[config.mk]
export PLATFORM = sky130hd
export DESIGN_NAME = cfp_config_fuse
export DESIGN_NICKNAME = d
export VERILOG_FILES = /design/src/pkg/cfp_pkg.sv /design/src/cfp_config_fuse.sv
export SDC_FILE = /design/constraint.sdc
export NUM_CORES = 1
export LEC_CHECK = 0
export BUFFER_PORTS_ARGS = -buffer_cell sky130_fd_sc_hd__buf_2
export CAP_MARGIN = 20
export CELL_PAD_IN_SITES_DETAIL_PLACEMENT = 1
export CELL_PAD_IN_SITES_GLOBAL_PLACEMENT = 1
export CORE_ASPECT_RATIO = 0.7
export CORE_MARGIN = 4
export CORE_UTILIZATION = 38
export CTS_CLUSTER_DIAMETER = 150
export DETAILED_ROUTE_END_ITERATION = 8
export PLACE_DENSITY_LB_ADDON = 0.1
export SETUP_SLACK_MARGIN = 0.15
export SYNTH_ARGS = -nofsm -noshare
export SYNTH_HDL_FRONTEND = slang
export SYNTH_SLANG_ARGS = --single-unit
[constraint.sdc]
create_clock -name clk_sys_in -period 2.4 [get_ports clk_sys_in]
set_input_delay 0.12 -clock clk_sys_in [delete_from_list [all_inputs] [get_ports clk_sys_in]]
set_output_delay 0.12 -clock clk_sys_in [all_outputs]
set_load 0.1 [all_outputs]
[src/pkg/cfp_pkg.sv]
// cfp_pkg: constants and types for the configuration fuse protection block
// assumes byte-wide table access at 22-bit addresses into the configuration space
//
// Overview of operation
// RQ1: two-bit brown-out level code picks 2.0, 2.7, 4.2 or 4.5 volt threshold.
// RQ2: brown-out reset on when its enable bit is 1, off when 0.
// RQ3: power-up delay enable is active low; 0 enables the delay.
// RQ4: watchdog divider ratio is two raised to the three-bit code.
// RQ5: watchdog hardware bit 1 forces watchdog on; 0 defers to software bit.
// RQ6: debugger bit 0 enables debugger and claims port B pins 6 and 7.
// RQ7: low-voltage programming enabled when its bit is 1.
// RQ8: stack fault resets device only when its bit is 1.
// RQ9: four code guard bits protect four program blocks when 0.
// RQ10: data EEPROM code protected when its guard bit is 0.
// RQ11: boot block code protected when its guard bit is 0.
// RQ12: code guard bits reset to 1 and can only be cleared.
// RQ13: four write guard bits block writes to their program blocks when 0.
// RQ14: data EEPROM writes blocked when its write guard bit is 0.
// RQ15: boot block writes blocked when its write guard bit is 0.
// RQ16: config write guard 0 blocks config writes; bit read-only in user mode.
// RQ17: read guard 0 denies table reads of a block from other blocks.
// RQ18: boot read guard 0 denies boot table reads from outside boot block.
// RQ19: on the small variant, programmer keeps block 2 and 3 guards at 1.
// RQ20: unimplemented configuration bits always read as 0.
// RQ21: implemented configuration bits read 1 while unprogrammed.
// RQ22: configuration bytes reachable only by table reads and writes.
// RQ23: decoder checks address and issuing block, then grants or denies.
`default_nettype none
package cfp_pkg;
   // ------------------------------------------------------------
   // address map
   // ------------------------------------------------------------
   localparam logic [21:0] CFP_ADDR_BOR = 22'h300002;
   localparam logic [21:0] CFP_ADDR_WDG = 22'h300003;
   localparam logic [21:0] CFP_ADDR_DBG = 22'h300006;
   localparam logic [21:0] CFP_ADDR_CPL = 22'h300008;
   localparam logic [21:0] CFP_ADDR_CPH = 22'h300009;
   localparam logic [21:0] CFP_ADDR_WPL = 22'h30000A;
   localparam logic [21:0] CFP_ADDR_WPH = 22'h30000B;
   localparam logic [21:0] CFP_ADDR_RPL = 22'h30000C;
   localparam logic [21:0] CFP_ADDR_RPH = 22'h30000D;
   localparam logic [21:0] CFP_CFG_LO = 22'h300000;
   localparam logic [21:0] CFP_CFG_HI = 22'h3000FF;
   localparam logic [21:0] CFP_BOOT_END = 22'h0001FF;
   localparam logic [21:0] CFP_PROG_END = 22'h007FFF;
   // data eeprom is told apart by the is_eeprom flag; this is only a probe address
   localparam logic [21:0] CFP_EE_LO = 22'h200000;
   localparam int CFP_BLK_LSB = 13;
   // ------------------------------------------------------------
   // implemented bit masks, unprogrammed values equal the masks
   // ------------------------------------------------------------
   localparam logic [7:0] CFP_MASK_BOR = 8'h0F;
   localparam logic [7:0] CFP_MASK_WDG = 8'h0F;
   localparam logic [7:0] CFP_MASK_DBG = 8'h85;
   localparam logic [7:0] CFP_MASK_CPL = 8'h0F;
   localparam logic [7:0] CFP_MASK_CPH = 8'hC0;
   localparam logic [7:0] CFP_MASK_WPL = 8'h0F;
   localparam logic [7:0] CFP_MASK_WPH = 8'hE0;
   localparam logic [7:0] CFP_MASK_RPL = 8'h0F;
   localparam logic [7:0] CFP_MASK_RPH = 8'h40;
   // ------------------------------------------------------------
   // field positions
   // ------------------------------------------------------------
   localparam int CFP_POS_PDLY = 0;
   localparam int CFP_POS_BRST = 1;
   localparam int CFP_POS_BLVL = 2;
   localparam int CFP_POS_WDEN = 0;
   localparam int CFP_POS_WDPS = 1;
   localparam int CFP_POS_STK = 0;
   localparam int CFP_POS_LOWV = 2;
   localparam int CFP_POS_DBG = 7;
   localparam int CFP_POS_EE = 7;
   localparam int CFP_POS_BOOT = 6;
   localparam int CFP_POS_CFGW = 5;

   typedef enum logic [1:0] {
      CFP_BOR_4V5 = 2'b00,
      CFP_BOR_4V2 = 2'b01,
      CFP_BOR_2V7 = 2'b10,
      CFP_BOR_2V0 = 2'b11
   } cfp_bor_level_t;

   // decoded settings handed to reset, watchdog and port logic
   typedef struct packed {
      cfp_bor_level_t brownout_threshold;
      logic brownout_reset_on;
      logic powerup_delay_timer_on;
      logic [7:0] watchdog_divide_ratio;
      logic watchdog_run;
      logic debugger_on;
      logic lowvolt_programming_on;
      logic stack_fault_reset_on;
   } cfp_settings_t;

   // one memory access presented to the protection decoder
   typedef struct packed {
      logic valid;
      logic is_write;
      logic is_table_read;
      logic is_eeprom;
      logic [21:0] addr;
      logic [21:0] issuer_pc;
   } cfp_access_t;
endpackage : cfp_pkg
`default_nettype wire

[src/cfp_config_fuse.sv]
// cfp_config_fuse: configuration byte bank, table access port and protection decoder
// assumes table access requests arrive synchronous to clk_sys_in from the memory unit
`timescale 1ns/1ps
`default_nettype none
module cfp_config_fuse (
   input wire logic clk_sys_in,
   input wire logic rstn_in,
   input wire logic user_mode_in,
   input wire logic watchdog_sw_on_in,
   input wire logic tbl_wr_in,
   input wire logic tbl_rd_in,
   input wire logic [21:0] tbl_addr_in,
   input wire logic [7:0] tbl_wdata_in,
   output logic [7:0] tbl_rdata_out,
   output logic tbl_wr_done_out,
   output logic tbl_wr_denied_out,
   input wire cfp_pkg::cfp_access_t acc_in,
   output logic acc_grant_out,
   output logic acc_deny_out,
   output cfp_pkg::cfp_settings_t settings_out,
   output logic portb_pin6_debug_out,
   output logic portb_pin7_debug_out
);
   import cfp_pkg::*;

   // ------------------------------------------------------------
   // reset release synchroniser
   // ------------------------------------------------------------
   logic rst_meta_ff;
   logic rst_sync_ff;
   always_ff @(posedge clk_sys_in or negedge rstn_in) begin
      if (!rstn_in) begin
         rst_meta_ff <= 1'b0;
         rst_sync_ff <= 1'b0;
      end else begin
         rst_meta_ff <= 1'b1;
         rst_sync_ff <= rst_meta_ff;
      end
   end
   wire logic rstn = rst_sync_ff;

   // ------------------------------------------------------------
   // configuration bytes
   // ------------------------------------------------------------
   // reset models the unprogrammed array; real cells would hold across resets
   logic [7:0] brownout_powerup_config_ff;
   logic [7:0] watchdog_config_ff;
   logic [7:0] debug_program_stack_config_ff;
   logic [7:0] block_code_protect_ff;
   logic [7:0] eeprom_boot_code_protect_ff;
   logic [7:0] block_write_protect_ff;
   logic [7:0] eeprom_boot_cfg_write_protect_ff;
   logic [7:0] block_tableread_protect_ff;
   logic [7:0] boot_tableread_protect_ff;

   logic cfg_wr_ok;
   // RQ16 config write guard
   assign cfg_wr_ok = eeprom_boot_cfg_write_protect_ff[CFP_POS_CFGW];

   // RQ21 unprogrammed ones
   always_ff @(posedge clk_sys_in or negedge rstn) begin
      if (!rstn) begin
         brownout_powerup_config_ff <= CFP_MASK_BOR;
         watchdog_config_ff <= CFP_MASK_WDG;
         debug_program_stack_config_ff <= CFP_MASK_DBG;
         block_write_protect_ff <= CFP_MASK_WPL;
         eeprom_boot_cfg_write_protect_ff <= CFP_MASK_WPH;
         block_tableread_protect_ff <= CFP_MASK_RPL;
         boot_tableread_protect_ff <= CFP_MASK_RPH;
      end else if (tbl_wr_in && cfg_wr_ok) begin
         // RQ20 unimplemented bits masked
         case (tbl_addr_in)
            CFP_ADDR_BOR: begin
               brownout_powerup_config_ff <= tbl_wdata_in & CFP_MASK_BOR;
            end
            CFP_ADDR_WDG: begin
               watchdog_config_ff <= tbl_wdata_in & CFP_MASK_WDG;
            end
            CFP_ADDR_DBG: begin
               debug_program_stack_config_ff <= tbl_wdata_in & CFP_MASK_DBG;
            end
            CFP_ADDR_WPL: begin
               block_write_protect_ff <= tbl_wdata_in & CFP_MASK_WPL;
            end
            CFP_ADDR_WPH: begin
               // RQ16 read-only in user mode
               if (user_mode_in) begin
                  eeprom_boot_cfg_write_protect_ff <= (tbl_wdata_in & 8'hC0) |
                     (eeprom_boot_cfg_write_protect_ff & 8'h20);
               end else begin
                  eeprom_boot_cfg_write_protect_ff <= tbl_wdata_in & CFP_MASK_WPH;
               end
            end
            CFP_ADDR_RPL: begin
               block_tableread_protect_ff <= tbl_wdata_in & CFP_MASK_RPL;
            end
            CFP_ADDR_RPH: begin
               boot_tableread_protect_ff <= tbl_wdata_in & CFP_MASK_RPH;
            end
            default: begin
            end
         endcase
      end
   end

   // RQ12 clear-only code guards
   always_ff @(posedge clk_sys_in or negedge rstn) begin
      if (!rstn) begin
         block_code_protect_ff <= CFP_MASK_CPL;
         eeprom_boot_code_protect_ff <= CFP_MASK_CPH;
      end else if (tbl_wr_in && cfg_wr_ok) begin
         if (tbl_addr_in == CFP_ADDR_CPL) begin
            block_code_protect_ff <= block_code_protect_ff & tbl_wdata_in;
         end
         if (tbl_addr_in == CFP_ADDR_CPH) begin
            eeprom_boot_code_protect_ff <= eeprom_boot_code_protect_ff & tbl_wdata_in;
         end
      end
   end

   // ------------------------------------------------------------
   // table access answer
   // ------------------------------------------------------------
   logic in_cfg;
   assign in_cfg = (tbl_addr_in >= CFP_CFG_LO) && (tbl_addr_in <= CFP_CFG_HI);

   // RQ22 table path only
   always_ff @(posedge clk_sys_in or negedge rstn) begin
      if (!rstn) begin
         tbl_rdata_out <= 8'h00;
      end else if (tbl_rd_in) begin
         case (tbl_addr_in)
            CFP_ADDR_BOR: tbl_rdata_out <= brownout_powerup_config_ff;
            CFP_ADDR_WDG: tbl_rdata_out <= watchdog_config_ff;
            CFP_ADDR_DBG: tbl_rdata_out <= debug_program_stack_config_ff;
            CFP_ADDR_CPL: tbl_rdata_out <= block_code_protect_ff;
            CFP_ADDR_CPH: tbl_rdata_out <= eeprom_boot_code_protect_ff;
            CFP_ADDR_WPL: tbl_rdata_out <= block_write_protect_ff;
            CFP_ADDR_WPH: tbl_rdata_out <= eeprom_boot_cfg_write_protect_ff;
            CFP_ADDR_RPL: tbl_rdata_out <= block_tableread_protect_ff;
            CFP_ADDR_RPH: tbl_rdata_out <= boot_tableread_protect_ff;
            default: tbl_rdata_out <= 8'h00;
         endcase
      end
   end

   always_ff @(posedge clk_sys_in or negedge rstn) begin
      if (!rstn) begin
         tbl_wr_done_out <= 1'b0;
         tbl_wr_denied_out <= 1'b0;
      end else begin
         tbl_wr_done_out <= tbl_wr_in && in_cfg && cfg_wr_ok;
         tbl_wr_denied_out <= tbl_wr_in && in_cfg && !cfg_wr_ok;
      end
   end

   // ------------------------------------------------------------
   // decoded settings
   // ------------------------------------------------------------
   always_ff @(posedge clk_sys_in or negedge rstn) begin
      if (!rstn) begin
         settings_out <= '0;
         portb_pin6_debug_out <= 1'b0;
         portb_pin7_debug_out <= 1'b0;
      end else begin
         // RQ1 threshold code
         settings_out.brownout_threshold <= cfp_bor_level_t'(brownout_powerup_config_ff[CFP_POS_BLVL +: 2]);
         // RQ2 brown-out enable
         settings_out.brownout_reset_on <= brownout_powerup_config_ff[CFP_POS_BRST];
         // RQ3 active-low delay
         settings_out.powerup_delay_timer_on <= !brownout_powerup_config_ff[CFP_POS_PDLY];
         // RQ4 power of two
         settings_out.watchdog_divide_ratio <= 8'h01 << watchdog_config_ff[CFP_POS_WDPS +: 3];
         // RQ5 hardware or software
         settings_out.watchdog_run <= watchdog_config_ff[CFP_POS_WDEN] | watchdog_sw_on_in;
         // RQ6 debugger owns pins
         settings_out.debugger_on <= !debug_program_stack_config_ff[CFP_POS_DBG];
         portb_pin6_debug_out <= !debug_program_stack_config_ff[CFP_POS_DBG];
         portb_pin7_debug_out <= !debug_program_stack_config_ff[CFP_POS_DBG];
         // RQ7 low-voltage programming
         settings_out.lowvolt_programming_on <= debug_program_stack_config_ff[CFP_POS_LOWV];
         // RQ8 stack fault reset
         settings_out.stack_fault_reset_on <= debug_program_stack_config_ff[CFP_POS_STK];
      end
   end

   // ------------------------------------------------------------
   // protection decoder
   // ------------------------------------------------------------
   // block index 0..3 from address bits 14:13; boot lies inside block 0's span
   logic acc_boot;
   logic acc_prog;
   logic acc_cfg;
   logic pc_boot;
   logic [1:0] acc_blk;
   logic [1:0] pc_blk;
   logic same_region;
   logic deny;
   assign acc_boot = acc_in.addr <= CFP_BOOT_END;
   assign acc_prog = acc_in.addr <= CFP_PROG_END;
   assign acc_cfg = (acc_in.addr >= CFP_CFG_LO) && (acc_in.addr <= CFP_CFG_HI);
   assign pc_boot = acc_in.issuer_pc <= CFP_BOOT_END;
   assign acc_blk = acc_in.addr[CFP_BLK_LSB +: 2];
   assign pc_blk = acc_in.issuer_pc[CFP_BLK_LSB +: 2];
   assign same_region = acc_boot ? pc_boot :
      (!pc_boot && (acc_in.issuer_pc <= CFP_PROG_END) && (pc_blk == acc_blk));

   // RQ23 grant or deny
   always_comb begin
      deny = 1'b0;
      if (acc_in.is_eeprom) begin
         // RQ14 eeprom write guard
         if (acc_in.is_write && !eeprom_boot_cfg_write_protect_ff[CFP_POS_EE]) deny = 1'b1;
         // RQ10 eeprom code guard
         if (!acc_in.is_write && !eeprom_boot_code_protect_ff[CFP_POS_EE]) deny = 1'b1;
      end else if (acc_cfg) begin
         if (acc_in.is_write && !cfg_wr_ok) deny = 1'b1;
      end else if (acc_boot) begin
         // RQ15 boot write guard
         if (acc_in.is_write && !eeprom_boot_cfg_write_protect_ff[CFP_POS_BOOT]) deny = 1'b1;
         // RQ11 RQ18 boot code and read guards
         if (acc_in.is_table_read && !same_region &&
             (!boot_tableread_protect_ff[CFP_POS_BOOT] || !eeprom_boot_code_protect_ff[CFP_POS_BOOT])) deny = 1'b1;
      end else if (acc_prog) begin
         // RQ13 block write guard
         if (acc_in.is_write && !block_write_protect_ff[acc_blk]) deny = 1'b1;
         // RQ9 RQ17 block code and read guards
         if (acc_in.is_table_read && !same_region &&
             (!block_tableread_protect_ff[acc_blk] || !block_code_protect_ff[acc_blk])) deny = 1'b1;
      end
   end
   assign acc_grant_out = acc_in.valid && !deny;
   assign acc_deny_out = acc_in.valid && deny;

   // ------------------------------------------------------------
   // checks
   // ------------------------------------------------------------
   property p_cp_clear_only;
      @(posedge clk_sys_in) disable iff (!rstn)
      1'b1 |=> ((block_code_protect_ff & ~$past(block_code_protect_ff)) == 8'h00);
   endproperty
   a_cp_clear_only: assert property (p_cp_clear_only) else $error("code guard bit went 0 to 1"); // RQ12

   property p_unimpl_zero;
      @(posedge clk_sys_in) disable iff (!rstn)
      tbl_rd_in |=> ((tbl_rdata_out & ~CFP_MASK_BOR) == 8'h00) || ($past(tbl_addr_in) != CFP_ADDR_BOR);
   endproperty
   a_unimpl_zero: assert property (p_unimpl_zero) else $error("unimplemented bit read nonzero"); // RQ20

   // settings lag the byte by one edge, so compare against the byte one edge back
   property p_pdly_low;
      @(posedge clk_sys_in) disable iff (!rstn)
      $stable(brownout_powerup_config_ff) |=>
         settings_out.powerup_delay_timer_on == !$past(brownout_powerup_config_ff[CFP_POS_PDLY]);
   endproperty
   a_pdly_low: assert property (p_pdly_low) else $error("power-up delay polarity wrong"); // RQ3

   property p_bor_en;
      @(posedge clk_sys_in) disable iff (!rstn)
      $stable(brownout_powerup_config_ff) |=>
         settings_out.brownout_reset_on == $past(brownout_powerup_config_ff[CFP_POS_BRST]);
   endproperty
   a_bor_en: assert property (p_bor_en) else $error("brown-out enable wrong"); // RQ2

   property p_wdg_hw;
      @(posedge clk_sys_in) disable iff (!rstn)
      watchdog_config_ff[0] |=> settings_out.watchdog_run;
   endproperty
   a_wdg_hw: assert property (p_wdg_hw) else $error("watchdog off despite hardware enable"); // RQ5

   property p_dbg_pins;
      @(posedge clk_sys_in) disable iff (!rstn)
      !debug_program_stack_config_ff[7] ##1 !debug_program_stack_config_ff[7] |-> portb_pin6_debug_out && portb_pin7_debug_out;
   endproperty
   a_dbg_pins: assert property (p_dbg_pins) else $error("debug pins not claimed"); // RQ6

   property p_cfg_wr_block;
      @(posedge clk_sys_in) disable iff (!rstn)
      tbl_wr_in && in_cfg && !cfg_wr_ok |=> tbl_wr_denied_out && $stable(watchdog_config_ff);
   endproperty
   a_cfg_wr_block: assert property (p_cfg_wr_block) else $error("config write not blocked"); // RQ16

   property p_blk_write;
      @(posedge clk_sys_in) disable iff (!rstn)
      acc_in.valid && acc_in.is_write && !acc_in.is_eeprom && !acc_boot && acc_prog &&
      !block_write_protect_ff[acc_blk] |-> acc_deny_out && !acc_grant_out;
   endproperty
   a_blk_write: assert property (p_blk_write) else $error("protected block write granted"); // RQ13
endmodule // cfp_config_fuse
`default_nettype wire

==> metrics, run 1 <==
Post-Synth Adder-Cell Area 0%; CTS Buf Count 9; initial antenna violation count 0; WP data arrival 2.01 ns; Setup Skew 0.00719 ns; Hold Path Class in -> reg; final instance area 4110 sq um; synthesized area per cell 11.8 sq um; Yosys top cell by area dfrtp_1; hold path start user_mode_in; Flop pwr share 43.8%; compound-cell area share of the yosys netlist 12.3%; Reg area 1710 sq um; Die W 118 um; Reg clk slew, reported paths 0.06 ns; Detail Placement HPWL 6420 um; first-pass GRT wire length 14600 um; CP max stage cell dfstp_2; total grt overflow 0; XOR/XNOR share of the synthesized area 0.548%; CP Launch Point block_code_protect_ff[1]$_DFFE_PN1P_; LEAKAGE 1.92 nW; Comb power frac 7.4%; Post-Syn Area 3200 sq um; I/O pins 114; kind of critical path reg -> out; register area share after synthesis 53.5%; RePlAce Congestion 0.795; DRT antenna net count 0; Sw Share 22.5%; total track usage 18.6%; largest cells by area after synthesis dfrtp_1 30%, dfstp_2 24%, mux2_2 6.0%, o21a_1 3.8%, mux2i_1 2.5%; Crit. End Element primary output; simple-gate share of the synthesized area 19.0%; WP data required 2.28 ns; largest net degree at the start of global routing 49; Period minus WS final 2.13 ns; Yosys reg bits 67; wire per inst 18.2 um; Port Buffer Count 96; diode count 0; Cell Int Power 2.02 mW; commonest non-fill, non-tap cells in the layout 95 x buf_2, 37 x dfrtp_1, 29 x dfstp_2; Yosys cell types 50; max-cap violation count 0; endpoints failing hold 0; Cell Area, Placed 3790 sq um; vias per cell 5.27; root buf cell clkbuf_16; outcome complete, no violations; CP peak stage delay 0.56 ns; # setup viols final 0; worst vdd rail ir drop 0.000326 V; die area 9970 sq um; core area 8040 sq um; dominant synthesized flop cell dfrtp_1; crit-path cells nand2_1 -> o21ai_0 -> a211o_1 -> o211ai_1 -> a21oi_2 -> buf_2; mux cell area share after synthesis 11.0%; Power Density 635 nW/um^2; area grow syn2layout 28.5%; FILL cells 914; Ys Warns 0; via count 2516; fraction of registers with async set/reset 100%; insertion delay to the later sink of the worst-skew pair 0.33 ns; die height 84.8 um; startpoint types flip-flop; drt initial violations 95; Slew Limit Fails 0; syn_nets 356; CTS Buffer Depth 2; Clock Power Share 48.8%; clock sinks 67; Peak Freq 0.470 GHz; number of synthesized flops with an enable pin 0; CTS tree yes; htree depth 3; Row Count 27; synthesized instance count 272; Starting Density 39.8%; final cycle utilization of the critical path 88.7%; layout cells sized above 1 47.1%; Synth top area share 29.7%; setup TNS 0 ns; Pre-antenna DRT Iters 4; largest family of logic cells by synthesized area simple AND/OR/NAND/NOR gates; # nets final 455; FF-to-FF Start eeprom_boot_cfg_write_protect_ff[5]$_DFFE_PN1P_; Psw 0.588 mW; RSZ-0062 raised after global routing no; Worst Path Max Fanout 3; commonest non-fill, non-tap cell in the layout buf_2; Post-route DRC 0; Multi-input gate area 1390 sq um; vias in the first global route 2732; routed wire length 8670 um
through the flow:
| stage | hold slack (ns) | utilization [%] | instances | worst slack, ns | power [mW] |
|---|---|---|---|---|---|
| finish | 0.0236 | 51.1 | 477 | 0.272 | 2.61 |
| floorplan | -0.176 | - | 272 | 0.401 | 1.25 |
| detailed placement | -0.0927 | 47.2 | 459 | 0.420 | 1.35 |
| global route | 0.0350 | 51.1 | 477 | 0.164 | 2.72 |
| CTS | 0.0111 | 51.1 | 477 | 0.212 | 2.64 |
| global placement | -0.0948 | 47.2 | 459 | 0.470 | 1.35 |
flip-flops by register name, indices dropped and copies added, names as in the netlist, 3 cells and up:
register                          flops
eeprom_boot_cfg_write_protect_ff      3
block_tableread_protect_ff            4
debug_program_stack_config_ff         3
brownout_powerup_config_ff            4
settings_out                         15
eeprom_boot_code_protect_ff           8
tbl_rdata_out                         8
block_write_protect_ff                4
block_code_protect_ff                 8
watchdog_config_ff                    4
cell families after synthesis:
logic type | after synthesis
compound gates | 57
xor+xnor | 2
buf+inv | 26
flops | 67
mux | 31
other cells | 1
simple gates | 88
worst max-delay path, delay by kind of cell (launching register included):
family	cells	cell delay, ns
DFF	1	0.56
AOI/OAI and AO/OA	4	0.65
and+or+nand+nor	1	0.05
buffers and inverters	1	0.43
path summary, 6_finish.rpt:
kind | end | slack, ns | depth (start not counted)
hold reg to reg | portb_pin7_debug_out$_DFF_PN0_ | 0.20 | 0
setup / recovery | acc_grant_out | 0.27 | 6
hold / removal | eeprom_boot_cfg_write_protect_ff[5]$_DFFE_PN1P_ | 0.02 | 2
max in group asynchronous | block_write_protect_ff[3]$_DFFE_PN1P_ | 1.54 | 1
min in group asynchronous | rst_sync_ff$_DFF_PN0_ | 0.09 | 2
setup reg to reg | eeprom_boot_code_protect_ff[3]$_DFFE_PN0P_ | 0.57 | 4
metal layers:
metal  vias to the layer above  global-route usage (%)  share of wire (%)
met1                      1239                    26.4                 49
li1                       1191                       -                  -
met4                         0                    6.91                1.5
met3                        14                    4.51                6.0
met5                         -                       0                  0
met2                        72                    27.8                 43
what timing repair did:
| item | CTS | global route |
|---|---|---|
| resized for setup | 0 | 1 |
| endpoints found under the hold margin | 3 | 0 |
| hold buffers | 2 | 0 |
| endpoints found under the setup margin | 0 | 1 |
| setup buffers | 0 | 0 |
final cells by class:
| type | instances | area share (%) |
|---|---|---|
| clock buffer | 15 | 7.00 |
| clock inverter | 1 | 0.183 |
| inverter | 12 | 1.10 |
| multi-input combinational | 179 | 33.7 |
| sequential | 67 | 41.7 |
| tap | 101 | 3.07 |
| timing repair buffer | 102 | 13.3 |
synthesized netlist by cell type, types with 3 or more instances:
cell and count:
a21oi_1 5, a22oi_1 4, a32oi_1 3, and3b_1 5, buf_2 5, clkbuf_1 7, dfrtp_1 38, dfstp_2 29
inv_1 12, mux2_1 5, mux2_2 17, mux2i_1 8, nand2_1 17, nand2b_1 3, nand3_1 5, nand3_2 3
nand4_1 3, nor2_1 17, nor2b_1 5, nor3_1 6, nor3b_1 5, o21a_1 16, o21ai_0 7, o22ai_1 10
power groups by stage:
stage | Combinational, mW | Sequential, mW | Clock (mW)
detailed placement | 0.193 | 1.16 | 0
global route | 0.215 | 1.14 | 1.36
CTS | 0.196 | 1.14 | 1.31
finish | 0.194 | 1.14 | 1.27
floorplan | 0.0760 | 1.18 | 0
global placement | 0.189 | 1.16 | 0
Note: power is estimated with default switching activity, not from simulation.
==> inputs of run 2 (changes only) <==
MAX_ROUTING_LAYER = met4   (was not set)
==> run 2 against run 1 <==
Net effect:
- sequential cell count unchanged
- global-route usage is 0.61 points higher
- non-clock buffer count unchanged
- via count down 0.40%
==> metrics, run 2 (synthesized netlist as in run 1, its figures left out) <==
via count 2506; setup slack after layout 0.272 ns; WP data arrival 2.01 ns; crit-path cells nand2_1 -> o21ai_0 -> a211o_1 -> o211ai_1 -> a21oi_2 -> buf_2; Crit. End Element primary output; diode count 0; routed wire length 8650 um; Slew Limit Fails 0; Cell Area, Placed 3790 sq um; DRT antenna net count 0; FF-to-FF setup slack 0.59 ns; CP max stage cell dfstp_2; Multi-input gate area 1390 sq um; commonest non-fill, non-tap cell in the layout buf_2; area grow syn2layout 28.5%; startpoint types flip-flop; Detail Placement HPWL 6420 um; WHS Path Cells 2; CP delay by family, top compound AO/OA/AOI/OAI gates; die height 84.8 um; Starting Density 39.8%; first-pass GRT wire length 14600 um; Post-route DRC 0; I/O pins 114; Period minus WS final 2.13 ns; vias per cell 5.25; core area 8040 sq um; max-cap violation count 0; CTS Buffer Depth 2; Worst R2R End eeprom_boot_code_protect_ff[3]$_DFFE_PN0P_; DRT met1 WL 4270 um; outcome complete, no violations; RSZ-0062 raised after global routing no; Hold Slack 0.0225 ns; top sig layer met4; root buf cell clkbuf_16; vias in the first global route 2729; Bufs and invs on worst path 1; RePlAce Congestion 0.807; Power Density 635 nW/um^2; DR WL met3 484 um; met2 wire len 3770 um; FF-to-FF path depth 4; Core Util, Final 51.1%; max FFs per register 15; Post-Place Setup Slack 0.420 ns; Biggest register settings_out; WP depth 6; insertion delay to the later sink of the worst-skew pair 0.33 ns; Die W 118 um; hold path endpoint eeprom_boot_cfg_write_protect_ff[5]$_DFFE_PN1P_; drt initial violations 106; CP peak stage delay 0.56 ns; Setup Skew 0.00771 ns; commonest non-fill, non-tap cells in the layout 95 x buf_2, 37 x dfrtp_1, 29 x dfstp_2; FILL cells 914; Hold Path Class in -> reg; htree depth 3; total grt overflow 0; hold path start user_mode_in; die area 9970 sq um; Reg area 1710 sq um; CTS Buf Count 9; Peak Freq 0.470 GHz; total track usage 19.2%; WP data required 2.28 ns; # setup viols final 0; layout cells sized above 1 47.1%; clock sinks 67; Worst Path Max Fanout 3; FF-to-FF Start eeprom_boot_cfg_write_protect_ff[5]$_DFFE_PN1P_; Pre-antenna DRT Iters 4; kind of critical path reg -> out; Reg clk slew, reported paths 0.06 ns; LEAKAGE 1.92 nW; final instance area 4110 sq um; endpoints failing hold 0; # nets final 455; initial antenna violation count 0; largest net degree at the start of global routing 49; worst vdd rail ir drop 0.000327 V; CTS tree yes; wire per inst 18.1 um; Port Buffer Count 96; final cycle utilization of the critical path 88.7%; Row Count 27; Post-CTS Setup Repair Bufs 0; setup TNS 0 ns
## run 2: cell counts in the layout (fill, tap and decap cells not counted)
Identical to the previous run, type by type.
## run 2: layout make-up
cell class / count / area share, %
flip-flops and latches: 67 / 41.7
multi-input cells: 179 / 33.7
repair buffers: 102 / 13.3
clock buffers: 15 / 7.00
well taps: 101 / 3.07
inverters: 12 / 1.10
clock inverters: 1 / 0.183
## run 2: power by group
part	internal, mW	total [mW]	switching [mW]
clock network	0.813	1.28	0.464
logic	0.0733	0.194	0.120
registers	1.14	1.14	0.00630
total	2.02	2.61	0.591
## run 2: what timing repair did
item,CTS,global route
endpoints found under the setup margin,0,1
hold buffers,2,0
endpoints found under the hold margin,3,0
gates resized for setup,0,1
## run 2: layer usage
metal / GRT usage (%) / vias to the layer above
met3: 4.31 / 14
li1: - / 1188
met5: - / -
met1: 26.6 / 1238
met2: 27.7 / 66
met4: 6.91 / 0
## run 2: worst max path at each step
stage,slack [ns],startpoint,to
after floorplan,0.40,block_tableread_protect_ff[1]$_DFFE_PN1P_,acc_grant_out
after detailed placement,0.42,acc_in[14],acc_grant_out
after global routing,0.16,block_code_protect_ff[1]$_DFFE_PN1P_,acc_grant_out
after global placement,0.47,acc_in[16],acc_grant_out
after CTS,0.21,block_code_protect_ff[3]$_DFFE_PN1P_,acc_deny_out
final,0.27,block_code_protect_ff[1]$_DFFE_PN1P_,acc_grant_out
## run 2: per-stage QoR
| stage | std cells | total power [mW] |
|---|---|---|
| global placement | 459 | 1.35 |
| global route | 477 | 2.72 |
| detailed placement | 459 | 1.35 |
| finish | 477 | 2.61 |
| floorplan | 272 | 1.25 |
| CTS | 477 | 2.64 |
